==> src/pcht_params.svh <==
// Constants for the configuration header tail: indices, field slices, resets and timer limits.
`ifndef PCHT_PARAMS_SVH
`define PCHT_PARAMS_SVH

// ************************************************************
// Dword indices of the configuration accesses (byte offset / 4)
// ************************************************************
`define PCHT_IDX_SUBSYS   6'h0B
`define PCHT_IDX_INTR     6'h0F
`define PCHT_IDX_TRDY     6'h10

// ************************************************************
// Field slices inside each configuration dword
// ************************************************************
`define PCHT_VENDOR_F     15:0
`define PCHT_SUBSYS_F     31:16
`define PCHT_LINE_F       7:0
`define PCHT_PIN_F        15:8
`define PCHT_BURST_F      23:16
`define PCHT_INTERVAL_F   31:24
`define PCHT_LIMIT_F      7:0
`define PCHT_FLAG_BIT     8
`define PCHT_FLAG_BE      1

// ************************************************************
// Reset and hardwired values
// ************************************************************
// Arbitrary neutral reset values for the two subsystem identifiers.
`define PCHT_VENDOR_RST   16'hA5A5
`define PCHT_SUBSYS_RST   16'h5A5A
`define PCHT_LINE_RST     8'h00
`define PCHT_PIN_VAL      8'h00
`define PCHT_BURST_VAL    8'h00
`define PCHT_INTERVAL_VAL 8'h00
`define PCHT_LIMIT_RST    8'h00
`define PCHT_WORD_ZERO    32'h0000_0000

// ************************************************************
// Timer constants
// ************************************************************
`define PCHT_LIMIT_OFF    8'h00
`define PCHT_COUNT_ONE    8'h01
`define PCHT_COUNT_MAX    8'hFF

`endif

==> src/pcht_pkg.sv <==
// Types shared by the configuration header tail and its TRDY timer.
package pcht_pkg;
    typedef logic [31:0] pcht_word_t;
    typedef logic [7:0]  pcht_byte_t;
    typedef logic [5:0]  pcht_idx_t;
    typedef logic [3:0]  pcht_be_t;

    // Wait state of the TRDY timer.
    typedef enum logic {
        PCHT_IDLE = 1'b0,
        PCHT_WAIT = 1'b1
    } pcht_wait_e;
endpackage

==> src/pcht_trdy_timer.sv <==
// TRDY wait timer for master data phases.
`timescale 1ns/10ps
`include "pcht_params.svh"

module pcht_trdy_timer (
    // Clock and reset.
    input  wire logic                 clk,
    input  wire logic                 sys_rst,
    // Programmed limit in PCI clocks, zero waits forever.
    input  wire pcht_pkg::pcht_byte_t limit,
    // Data phase control from the master engine.
    input  wire logic                 phase_start,
    input  wire logic                 phase_end,
    input  wire logic                 trdy_seen,
    // One-cycle pulse when the wait ran out.
    output logic                      expired
);

    // ************************************************************
    // Wait state and cycle counter
    // ************************************************************
    pcht_pkg::pcht_wait_e state_q;
    pcht_pkg::pcht_byte_t count_q;
    logic                 expired_q;
    logic                 hit;

    // The limit is reached on the limit-th waited cycle without TRDY.
    assign hit = (limit != `PCHT_LIMIT_OFF) && !trdy_seen
               && (count_q == limit - `PCHT_COUNT_ONE);

    // A new phase always restarts the wait, even while one is running.
    always_ff @(posedge clk) begin
        if (sys_rst) begin
            state_q <= pcht_pkg::PCHT_IDLE;
        end else begin
            unique case (state_q)
                pcht_pkg::PCHT_IDLE: begin
                    if (phase_start) begin
                        state_q <= pcht_pkg::PCHT_WAIT;
                    end
                end
                pcht_pkg::PCHT_WAIT: begin
                    if (phase_start) begin
                        state_q <= pcht_pkg::PCHT_WAIT;
                    end else if (trdy_seen || phase_end || hit) begin
                        state_q <= pcht_pkg::PCHT_IDLE;
                    end
                end
            endcase
        end
    end

    // Counter saturates so that the unlimited mode never wraps into a false hit.
    always_ff @(posedge clk) begin
        if (sys_rst || phase_start) begin
            count_q <= `PCHT_LIMIT_OFF;
        end else if (state_q == pcht_pkg::PCHT_WAIT && !trdy_seen
                     && count_q != `PCHT_COUNT_MAX) begin
            count_q <= count_q + `PCHT_COUNT_ONE;
        end
    end

    // Expiry pulse is registered and one cycle after the last waited cycle.
    always_ff @(posedge clk) begin
        if (sys_rst) begin
            expired_q <= 1'b0;
        end else begin
            expired_q <= (state_q == pcht_pkg::PCHT_WAIT) && hit
                       && !phase_start && !phase_end;
        end
    end

    // The port comes straight from the flop, so the master sees a clean pulse.
    assign expired = expired_q;
endmodule

==> src/pcht_config_tail.sv <==
// Upper PCI configuration header fields and master TRDY timeout control.
`timescale 1ns/10ps
`include "pcht_params.svh"

module pcht_config_tail (
    // Clock and reset.
    input  wire logic                 clk,
    input  wire logic                 sys_rst,
    // Configuration cycle port.
    input  wire logic                 cfg_req,
    input  wire logic                 cfg_we,
    input  wire pcht_pkg::pcht_idx_t  cfg_index,
    input  wire pcht_pkg::pcht_be_t   cfg_be,
    input  wire pcht_pkg::pcht_word_t cfg_wdata,
    output logic                      cfg_ack,
    output pcht_pkg::pcht_word_t      cfg_rdata,
    // Master data phase control.
    input  wire logic                 mst_phase_start,
    input  wire logic                 mst_phase_end,
    input  wire logic                 mst_trdy_seen,
    output logic                      mst_timeout,
    // Configured values for the rest of the core.
    output pcht_pkg::pcht_byte_t      irq_route_line
);

    // ************************************************************
    // Byte-lane merge
    // ************************************************************
    // Writes touch only the enabled byte lanes; used by every writable word.
    function automatic pcht_pkg::pcht_word_t merge_lanes(
        input pcht_pkg::pcht_word_t old_w,
        input pcht_pkg::pcht_word_t new_w,
        input pcht_pkg::pcht_be_t   be
    );
        pcht_pkg::pcht_word_t res;
        res = old_w;
        for (int i = 0; i < 4; i++) begin
            if (be[i]) begin
                res[i*8 +: 8] = new_w[i*8 +: 8];
            end
        end
        return res;
    endfunction

    // ************************************************************
    // Register state
    // ************************************************************
    pcht_pkg::pcht_word_t subsys_q;
    pcht_pkg::pcht_byte_t line_q;
    pcht_pkg::pcht_byte_t limit_q;
    logic                 flag_q;
    logic                 ack_q;
    pcht_pkg::pcht_word_t rdata_q;
    pcht_pkg::pcht_word_t intr_word;
    pcht_pkg::pcht_word_t trdy_word;
    pcht_pkg::pcht_word_t wmerge_intr;
    pcht_pkg::pcht_word_t wmerge_trdy;
    logic                 wr_subsys;
    logic                 wr_intr;
    logic                 wr_trdy;
    logic                 expired;

    // Write strobes per addressed dword.
    assign wr_subsys = cfg_req && cfg_we && (cfg_index == `PCHT_IDX_SUBSYS);
    assign wr_intr   = cfg_req && cfg_we && (cfg_index == `PCHT_IDX_INTR);
    assign wr_trdy   = cfg_req && cfg_we && (cfg_index == `PCHT_IDX_TRDY);

    // Read views; hardwired bytes ignore writes.
    always_comb begin
        intr_word                  = `PCHT_WORD_ZERO;
        intr_word[`PCHT_LINE_F]    = line_q;
        intr_word[`PCHT_PIN_F]     = `PCHT_PIN_VAL;
        intr_word[`PCHT_BURST_F]    = `PCHT_BURST_VAL;
        intr_word[`PCHT_INTERVAL_F] = `PCHT_INTERVAL_VAL;
        trdy_word                  = `PCHT_WORD_ZERO;
        trdy_word[`PCHT_LIMIT_F]   = limit_q;
        trdy_word[`PCHT_FLAG_BIT]  = flag_q;
    end

    assign wmerge_intr = merge_lanes(intr_word, cfg_wdata, cfg_be);
    assign wmerge_trdy = merge_lanes(trdy_word, cfg_wdata, cfg_be);

    // Subsystem identifiers, both halves writable by lane.
    always_ff @(posedge clk) begin
        if (sys_rst) begin
            subsys_q <= {`PCHT_SUBSYS_RST, `PCHT_VENDOR_RST};
        end else if (wr_subsys) begin
            subsys_q <= merge_lanes(subsys_q, cfg_wdata, cfg_be);
        end
    end

    // Interrupt routing line is the only writable byte of its dword.
    always_ff @(posedge clk) begin
        if (sys_rst) begin
            line_q <= `PCHT_LINE_RST;
        end else if (wr_intr) begin
            line_q <= wmerge_intr[`PCHT_LINE_F];
        end
    end

    // TRDY wait limit; a change mid-phase takes effect on the next compare.
    always_ff @(posedge clk) begin
        if (sys_rst) begin
            limit_q <= `PCHT_LIMIT_RST;
        end else if (wr_trdy) begin
            limit_q <= wmerge_trdy[`PCHT_LIMIT_F];
        end
    end

    // Timeout status, write one to clear; a new expiry wins over the clear.
    always_ff @(posedge clk) begin
        if (sys_rst) begin
            flag_q <= 1'b0;
        end else if (expired) begin
            flag_q <= 1'b1;
        end else if (wr_trdy && cfg_be[`PCHT_FLAG_BE] && cfg_wdata[`PCHT_FLAG_BIT]) begin
            flag_q <= 1'b0;
        end
    end

    // Registered answer; unmapped indices read as zero and drop writes.
    always_ff @(posedge clk) begin
        if (sys_rst) begin
            ack_q   <= 1'b0;
            rdata_q <= `PCHT_WORD_ZERO;
        end else begin
            ack_q <= cfg_req;
            if (cfg_req && !cfg_we) begin
                unique case (cfg_index)
                    `PCHT_IDX_SUBSYS: rdata_q <= subsys_q;
                    `PCHT_IDX_INTR:   rdata_q <= intr_word;
                    `PCHT_IDX_TRDY:   rdata_q <= trdy_word;
                    default:          rdata_q <= `PCHT_WORD_ZERO;
                endcase
            end
        end
    end

    // ************************************************************
    // TRDY timer
    // ************************************************************
    pcht_trdy_timer u_timer (
        .clk         (clk),
        .sys_rst     (sys_rst),
        .limit       (limit_q),
        .phase_start (mst_phase_start),
        .phase_end   (mst_phase_end),
        .trdy_seen   (mst_trdy_seen),
        .expired     (expired)
    );

    // The master engine ends the transaction on this pulse.
    assign mst_timeout    = expired;
    assign cfg_ack        = ack_q;
    assign cfg_rdata      = rdata_q;
    assign irq_route_line = line_q;
endmodule

==> config.mk <==
export PLATFORM = sky130hd
export DESIGN_NAME = pcht_config_tail
export DESIGN_NICKNAME = d
export VERILOG_FILES = /design/src/pcht_pkg.sv /design/src/pcht_trdy_timer.sv /design/src/pcht_config_tail.sv
export VERILOG_INCLUDE_DIRS = /design/src
export SDC_FILE = /design/constraint.sdc
export NUM_CORES = 1
export LEC_CHECK = 0
export ABC_AREA = 1
export BUFFER_PORTS_ARGS = -buffer_cell sky130_fd_sc_hd__buf_2
export CORE_ASPECT_RATIO = 0.8
export CORE_MARGIN = 1
export CORE_UTILIZATION = 53
export CTS_BUF_LIST = sky130_fd_sc_hd__clkbuf_16
export DETAILED_ROUTE_END_ITERATION = 7
export PLACE_DENSITY = 0.83
export SETUP_SLACK_MARGIN = 0.3
export SYNTH_ARGS = -nofsm -noshare
export SYNTH_HDL_FRONTEND = slang
export SYNTH_SLANG_ARGS = --single-unit
==> constraint.sdc <==
create_clock -name clk -period 1.7 [get_ports clk]
set_input_delay 0.34 -clock clk [delete_from_list [all_inputs] [get_ports clk]]
set_output_delay 0.34 -clock clk [all_outputs]
set_load 0.01 [all_outputs]
# Word-level counts from Yosys, hierarchy flattened
# Cells that the tools add are included.
# op_classes
addsub,2
n_eq_ne,5
muxes,7
bitwise,1
n_reduce_logical,29
# op_table
operator,count
$pmux W32 S3,1
$logic_and A1 B1 Y1,14
$eq A6 B4 Y1 const B,2
$reduce_and A2 Y1,6
$add A8 B1 Y8 const B,1
$eq A8 B8 Y1,1
$ne A8 B8 Y1 const B,1
$reduce_bool A8 Y1,1
$sub A8 B1 Y8 const B,1
$eq A6 B5 Y1 const B,1
$mux W1,5
$logic_not A1 Y1,4
$logic_or A1 B1 Y1,3
$pmux W1 S2,1
$reduce_bool A2 Y1,1
$not A1 Y1,1
# totals
reg_bits,92
in_bits,49
output_inout_bits,42

# Longest topological paths before layout
# Gate-level depths: netlist of the first run.
# depth
word_depth,7
mapped_depth,12
depth_no_buf,12

# Modules after synthesis
# A second synthesis of the first run with hierarchy kept.
# hier_totals
cells_unflattened,536
hier_area_um2,3997.6
# modules_own_cells
module,instances,cells_per_inst,area_each_um2
pcht_config_tail,1,405,3228.1
pcht_trdy_timer,1,131,769.5

# Worst setup path after synthesis of the first run
# OpenSTA, ideal clock, no wires.
# synth_path
kind,register to register
startpoint,register limit_q[0]
endpoint,register u_timer.state_q
arrival_time_ns,1.334
required_time_ns,1.568
slack_ns,0.234
stages_incl_launch_ff,13
period_less_slack_ns,1.466
path_cell_list,dfxtp_1 -> inv_1 -> ha_1 -> nand2_1 -> inv_1 -> nor2_1 -> nand2_1 -> nor2_1 -> nand3_1 -> nor2_1 -> nand3_1 -> nand2_1 -> a21oi_1
# synth_via
elab_chain_cells,7
word_cells_on_any_way,9
classes_between,add/sub: 1; eq/ne: 1; mux: 3; reduce/logical: 4
# synth_lines
element,line,source
from (decl),pcht_config_tail.sv:50,pcht_pkg::pcht_byte_t limit_q;
from (signal assigned),pcht_config_tail.sv:104,limit_q <= `PCHT_LIMIT_RST;
from (signal assigned),pcht_config_tail.sv:106,limit_q <= wmerge_trdy[`PCHT_LIMIT_F];
$sub A8 B1 Y8 (no line) / $reduce_bool A8 Y1 (equally long branches),-,
$eq A8 B8 Y1 (no line) / $logic_and A1 B1 Y1 (equally long branches),-,
$logic_and A1 B1 Y1 (*),pcht_trdy_timer.sv:28,assign hit = (limit != `PCHT_LIMIT_OFF) && !trdy_seen
$logic_or A1 B1 Y1 (*),pcht_trdy_timer.sv:45,end else if (trdy_seen || phase_end || hit) begin
$mux W1 (*),pcht_trdy_timer.sv:45,
$mux W1 (*),pcht_trdy_timer.sv:43,if (phase_start) begin
$pmux W1 S2 (*),pcht_trdy_timer.sv:36,unique case (state_q)
to (signal assigned),pcht_trdy_timer.sv:39,state_q <= pcht_pkg::PCHT_WAIT;
to (signal assigned),pcht_trdy_timer.sv:44,state_q <= pcht_pkg::PCHT_WAIT;
to (signal assigned),pcht_trdy_timer.sv:46,state_q <= pcht_pkg::PCHT_IDLE;
to (decl),pcht_trdy_timer.sv:22,pcht_pkg::pcht_wait_e state_q;
# Every way passes the cells marked *; elsewhere a longest branch is shown, timed or not.
# A chain may end at the register's enable or synchronous reset.

# Final worst setup path of the first run
# Ends and elaborated chain as after synthesis.

==> results of run 1 <==
## timing repair
action                     in CTS  in global routing
hold endpoints to repair        0                  0
gates cloned                    0                  3
pin swaps                       2                 11
gates resized for setup        12                 37
setup endpoints to repair      11                 22
buffers inserted                5                  9
## power by group through the flow
stage,clock network [W],logic [W],registers [W]
CTS,0.00201,0.000279,0.00221
global route,0.00211,0.000336,0.00221
detailed placement,0,0.000275,0.00226
floorplan,0,0.000115,0.00227
finish,0.00201,0.000307,0.00221
global placement,0,0.000268,0.00226
## stage by stage
stage / instances / power (W) / hold WS (ns)
floorplan: 534 / 0.00239 / 0.429
global route: 733 / 0.00465 / 0.214
finish: 733 / 0.00453 / 0.200
CTS: 721 / 0.00450 / 0.197
detailed placement: 700 / 0.00253 / 0.448
global placement: 700 / 0.00252 / 0.437
## cell families after synthesis
| logic type | share of synthesized area |
|---|---|
| adders and majority gates | 0.00650 |
| DFF | 0.479 |
| buffers and inverters | 0.0627 |
| and+or+nand+nor | 0.289 |
| xor gates and xnor gates | 0.00455 |
| AOI/OAI and AO/OA | 0.159 |
## flip-flops by register name (all words and copies together) (netlist names)
name	count
flag_q	1
cfg_rdata	32
cfg_ack	1
irq_route_line	8
u_timer.count_q	8
u_timer.state_q	1
u_timer.expired	1
subsys_q	32
limit_q	8
## worst min path at each step
stage | start | to | cells past startpoint | slack, ns
5_1_grt | cfg_wdata[27] | subsys_q[27]$_SDFFE_PP1P_ | 3 | 0.21
4_1_cts | cfg_wdata[17] | subsys_q[17]$_SDFFE_PP1P_ | 3 | 0.20
6_report | cfg_wdata[17] | subsys_q[17]$_SDFFE_PP1P_ | 3 | 0.20
3_5_place_dp | subsys_q[7]$_SDFFE_PP1P_ | subsys_q[7]$_SDFFE_PP1P_ | 2 | 0.45
3_3_place_gp | subsys_q[4]$_SDFFE_PP0P_ | subsys_q[4]$_SDFFE_PP0P_ | 2 | 0.44
2_1_floorplan | subsys_q[0]$_SDFFE_PP1P_ | subsys_q[0]$_SDFFE_PP1P_ | 2 | 0.43
## cells in the final DEF, fill, tap and decap left out, drive strengths merged, types with 2 or more instances in the layout
cell type	instances
a21oi	70
o211ai	5
ha	2
nand2	173
clkinvlp	2
xnor2	2
buf	116
nor2	32
clkbuf	9
nand4	2
inv	36
clkinv	5
o21ai	42
nand3	50
dfxtp	92
## tightest hold or removal path: cells and delay by family
family	cells	cell delay (ns)
AND/OR/NAND/NOR	2	0.09
buffers and inverters	1	0.07
## metal layers
metal	wire length, µm	GRT usage	vias to the layer above
met4	167	0.0721	0
li1	-	-	1965
met2	5020	0.402	193
met5	0	0	-
met1	4570	0.347	1860
met3	766	0.0525	20
## cell type report
| class | instances | share of cell area |
|---|---|---|
| well taps | 87 | 0.0214 |
| clock buffers | 9 | 0.0444 |
| clock inverters | 7 | 0.0148 |
| repair buffers | 117 | 0.142 |
| inverters | 37 | 0.0330 |
| multi-input cells | 384 | 0.380 |
| flip-flops and latches | 92 | 0.364 |
==> out/results.ini, run 1 <==
[setup_path]
crit_arrival_ns=1.76
r2r_end=u_timer.state_q$_SDFF_PP0_
cp.required_ns=1.93
reg2reg_from=limit_q[0]$_SDFFE_PP0P_
regToRegSetupSlack_ns=0.16
cp-startpoint=limit_q[0]$_SDFFE_PP0P_
worst-path-buf-inv=1
critPathMaxStageDelay_ns=0.37
end_kind=flip-flop
worst_setup_path_start_kind=flip-flop
critical-path-top-delay-family=simple AND/OR/NAND/NOR gates
cp_slowest_cell=dfxtp_4
rr_worst_depth=11
cp-endpoint=u_timer.state_q$_SDFF_PP0_
path_max_fanout=3
path_class=flip-flop to flip-flop
cp.depth=11
cp_cell_sequence=inv_4, ha_4, nor2_2, nor2_2, nand2_1, nor2_1, nand3_1, nor2_1, nand3_2, nand2_1, a21oi_1

[timing]
relSlewSlack=0.666
fmax_mhz=651
fin_tns_setup_ns=0
slew_violations=0
rsz0062_at_grt=yes
clock_skew_ns=0.00650
fin_crit_sh=0.903
finalHoldViolCount=0
period_needed_ns=1.54
setup_slack_ns=0.165
setup_viol_count_final=0
worst_pin_slew_ns=0.498

[layout]
antenna_cells=0
drive_gt1_frac=0.271
fill_cells=508
area_delta_synth_final_pct=31.9
multi_input_area_mm2=0.00193
final_area_mm2=0.00508
postLayoutCoreUtil=0.730
seq_area_mm2=0.00185
fin_nets=692

[floorplan]
pin_count=91
die_h_um=78.2
core_mm2=0.00696
initial_core_util=0.553
rows=27
die_x_um=97.3
die-area_mm2=0.00761

[grt]
grt_antenna_before_repair=0
grt_max_degree=52
grt_pass1_wl_mm=15.8
grtUsageTotal=0.252
grt_overflow=0
grt_pass1_vias=3422

[synth]
avgSynthCellArea_um2=7.21
synth_top_area_cell=dfxtp_1
synth-seq-area-share=0.479
yosysMostFrequentCell=nand2_1
synth_cells=534
yosysWarnings=0
async_flop_share=0
synth_common_cells=nand2_1 (168), dfxtp_1 (92), a21oi_1 (70), nand3_1 (50), o21ai_0 (42)
syn-num-nets=585
synth-seq-cells=92
synth_area_leaders=dfxtp_1 (48%), nand2_1 (16%), a21oi_1 (9.1%)
ys.flop_type=dfxtp_1
synth_area_mm2=0.00385
synth_cell_types=29
synth_top_area_share=0.479
synth_edf_count=0

[route]
drc=0
vias_per_cell=5.51
wl_per_cell_um=14.4
dr.pass1.iters=5
drt_iter0_markers=222
num_vias=4038
drtAntennaViolNets=0
wl_mm=10.5

[clock_tree]
clk_pin_slew_ns=0.07
clockBufferDepth=2
h-tree-depth=3
cts_made_buffers=9
hold_buffers=0
cts_root_buffer=clkbuf_16
clock_latency_ns=0.33
cts_sinks=92
cts_tree=built

[placement]
io_buffers=90
placed_area_mm2=0.00445
dpl.hpwl_mm=6.69
place_congestion=0.827
dp_slack_ns=-0.0571

[power_and_ir_drop]
powerDensity_mw_per_mm2=891
comb_power_share=0.068
irDropWorstVdd_mv=0.587
clkPwrFrac=0.444
power.share.sequential=0.488
p_leak_nw=2.23
power_switching_w=0.00107
p_sw_frac=0.236
intPower_w=0.00346

[job]
cap_violations=0

[status]
outcome=finished clean

[hold_path]
worstHoldPathType=input pin to flip-flop

(Power assumes the default switching activity.)
==> run 2: changes to the inputs <==
--- a/config.mk
+++ b/config.mk
@@ -11,8 +11,8 @@
 export CORE_ASPECT_RATIO = 0.8
 export CORE_MARGIN = 1
 export CORE_UTILIZATION = 53
-export CTS_BUF_LIST = sky130_fd_sc_hd__clkbuf_16
 export DETAILED_ROUTE_END_ITERATION = 7
+export GPL_TIMING_DRIVEN = 0
 export PLACE_DENSITY = 0.83
 export SETUP_SLACK_MARGIN = 0.3
 export SYNTH_ARGS = -nofsm -noshare
==> run 2 against run 1 <==
Effect of this change: global-route usage up 3.0 points; critical path depth up 1; maximum frequency rose by 0.37%; die area did not move; non-clock buffer count is 8 higher; worst setup slack improved by 0.0056 ns; first-iteration DRC count up 45%; sequential power about the same.
==> out/results.ini, run 2 (synthesis results as in run 1) <==
[status]
outcome=finished clean  ; unchanged

[clock_tree]
clockBufferDepth=2  ; unchanged
hold_buffers=0  ; unchanged
clock_latency_ns=0.36  ; was 0.33 ns
clk_pin_slew_ns=0.09  ; was 0.07 ns
cts_made_buffers=9  ; unchanged
cts_tree=built  ; unchanged
cts_root_buffer=clkbuf_8  ; was clkbuf_16
cts_sinks=92  ; unchanged
h-tree-depth=3  ; unchanged

[setup_path]
worst_setup_path_start_kind=flip-flop  ; unchanged
cp_slowest_cell=dfxtp_2  ; was dfxtp_4
cp.required_ns=1.93  ; about the same
path_class=flip-flop to flip-flop  ; unchanged
end_kind=flip-flop  ; unchanged
crit_arrival_ns=1.76  ; about the same
path_max_fanout=3  ; unchanged
critPathMaxStageDelay_ns=0.37  ; about the same
cp_cell_sequence=inv_2, ha_4, nand2_2, inv_1, nor2_1, nand2_1, nor2_1, nand3_1, nor2_2, nand3_2, nand2_1, a21oi_2  ; was inv_4, ha_4, nor2_2, nor2_2, nand2_1, nor2_1, nand3_1, nor2_1, nand3_2, nand2_1, a21oi_1

[timing]
relSlewSlack=0.568  ; was 0.666
fin_crit_sh=0.900  ; was 0.903
clock_skew_ns=0.00837  ; was 0.00650 ns
fmax_mhz=654  ; was 651 MHz
period_needed_ns=1.53  ; was 1.54 ns
setup_viol_count_final=0  ; unchanged
worst_pin_slew_ns=0.648  ; was 0.498 ns
slew_violations=0  ; unchanged
hold_slack_ns=0.174  ; was 0.200 ns
rsz0062_at_grt=yes  ; unchanged
finalHoldViolCount=0  ; unchanged

[placement]
place_congestion=0.869  ; was 0.827
dpl.hpwl_mm=7.59  ; was 6.69 mm
io_buffers=89  ; was 90

[layout]
area_delta_synth_final_pct=27.8  ; was 31.9%
multi_input_area_mm2=0.00192  ; was 0.00193 mm²
fin_nets=698  ; was 692
final_common_cell=nand2_1  ; unchanged
seq_area_mm2=0.00186  ; was 0.00185 mm²
drive_gt1_frac=0.255  ; was 0.271
fill_cells=555  ; was 508
antenna_cells=0  ; unchanged
final_cell_mix=nand2_1 (164), buf_2 (91), dfxtp_1 (85)  ; was nand2_1 (164), dfxtp_1 (88), buf_2 (88)

[floorplan]
die_h_um=78.2  ; unchanged
die_x_um=97.3  ; unchanged
initial_core_util=0.553  ; unchanged
core_mm2=0.00696  ; unchanged
die-area_mm2=0.00761  ; unchanged
rows=27  ; unchanged
pin_count=91  ; unchanged

[power_and_ir_drop]
p_leak_nw=2.12  ; was 2.23 nW
powerDensity_mw_per_mm2=838  ; was 891 mW/mm²
irDropWorstVdd_mv=0.606  ; was 0.587 mV
power_w=0.00412  ; was 0.00453 W

[route]
num_vias=4041  ; was 4038
drt_iter0_markers=322  ; was 222
vias_per_cell=5.48  ; was 5.51
wl_met2_mm=5.01  ; was 5.02 mm
drc=0  ; unchanged
dr.pass1.iters=5  ; unchanged
wl_met1_mm=4.77  ; was 4.57 mm
wl_mm=10.9  ; was 10.5 mm
route.met3.wl_um=770  ; was 766 µm
drtAntennaViolNets=0  ; unchanged
wl_per_cell_um=14.7  ; was 14.4 µm
top_layer_used=met4  ; unchanged

[grt]
grt_pass1_wl_mm=17.1  ; was 15.8 mm
grt_max_degree=15  ; was 52
grt_pass1_vias=3612  ; was 3422
grtUsageTotal=0.282  ; was 0.252
grt_overflow=0  ; unchanged
grt_antenna_before_repair=0  ; unchanged

[job]
cap_violations=0  ; unchanged

[hold_path]
worstHoldPathType=input pin to flip-flop  ; unchanged

run 2: worst paths after layout:
path | start | to | slack, ns | cells past startpoint
max reg2reg | limit_q[1]$_SDFFE_PP0P_ | u_timer.state_q$_SDFF_PP0_ | 0.17 | 12
min reg2reg | cfg_rdata[1]$_SDFFE_PP0P_ | cfg_rdata[1]$_SDFFE_PP0P_ | 0.46 | 2
max | limit_q[1]$_SDFFE_PP0P_ | u_timer.state_q$_SDFF_PP0_ | 0.17 | 12
min | cfg_wdata[27] | subsys_q[27]$_SDFFE_PP1P_ | 0.17 | 3
run 2: stage by stage:
step                TNS [ns]  cells  instance area (µm²)   util  setup slack (ns)
floorplan                  0    534                 3870      -             0.309
global placement     -0.0259    710                 4420  0.636          -0.00993
detailed placement    -0.987    710                 4420  0.636           -0.0789
CTS                        0    734                 4750  0.683             0.179
global route               0    738                 4920  0.707            0.0358
finish                     0    738                 4920  0.707             0.170
run 2: cell type report:
cell class                      count  share of cell area
Clock inverter                      4              0.0150
Sequential cell                    92               0.378
Buffer                             23              0.0237
Multi-Input combinational cell    382               0.390
Inverter                           37              0.0323
Clock buffer                       11              0.0288
Tap cell                           87              0.0221
Timing Repair Buffer              102               0.110
run 2: repair_timing:
action / 4_1_cts / 5_1_grt
hold endpoints to repair: 0 / 0
pin swaps: 5 / 9
setup buffers: 9 / 4
gates resized for setup: 15 / 47
setup endpoints to repair: 13 / 60
run 2: power by group:
group	switching (W)	internal (W)
Sequential	0.0000193	0.00219
Combinational	0.000195	0.000110
Clock	0.000748	0.000861
Total	0.000963	0.00316
run 2: critical path, delay by kind of cell (launching register included):
kind,cells,cell delay (ns)
simple gates,8,0.65
flops,1,0.37
fa+ha+maj,1,0.24
buf+inv,2,0.09
compound gates,1,0.05
run 2: layer usage:
layer  global-route usage  vias to the layer above
met4                0.125                        0
li1                     -                     1978
met2                0.451                      204
met5                    0                        -
met1                0.369                     1831
met3               0.0641                       28
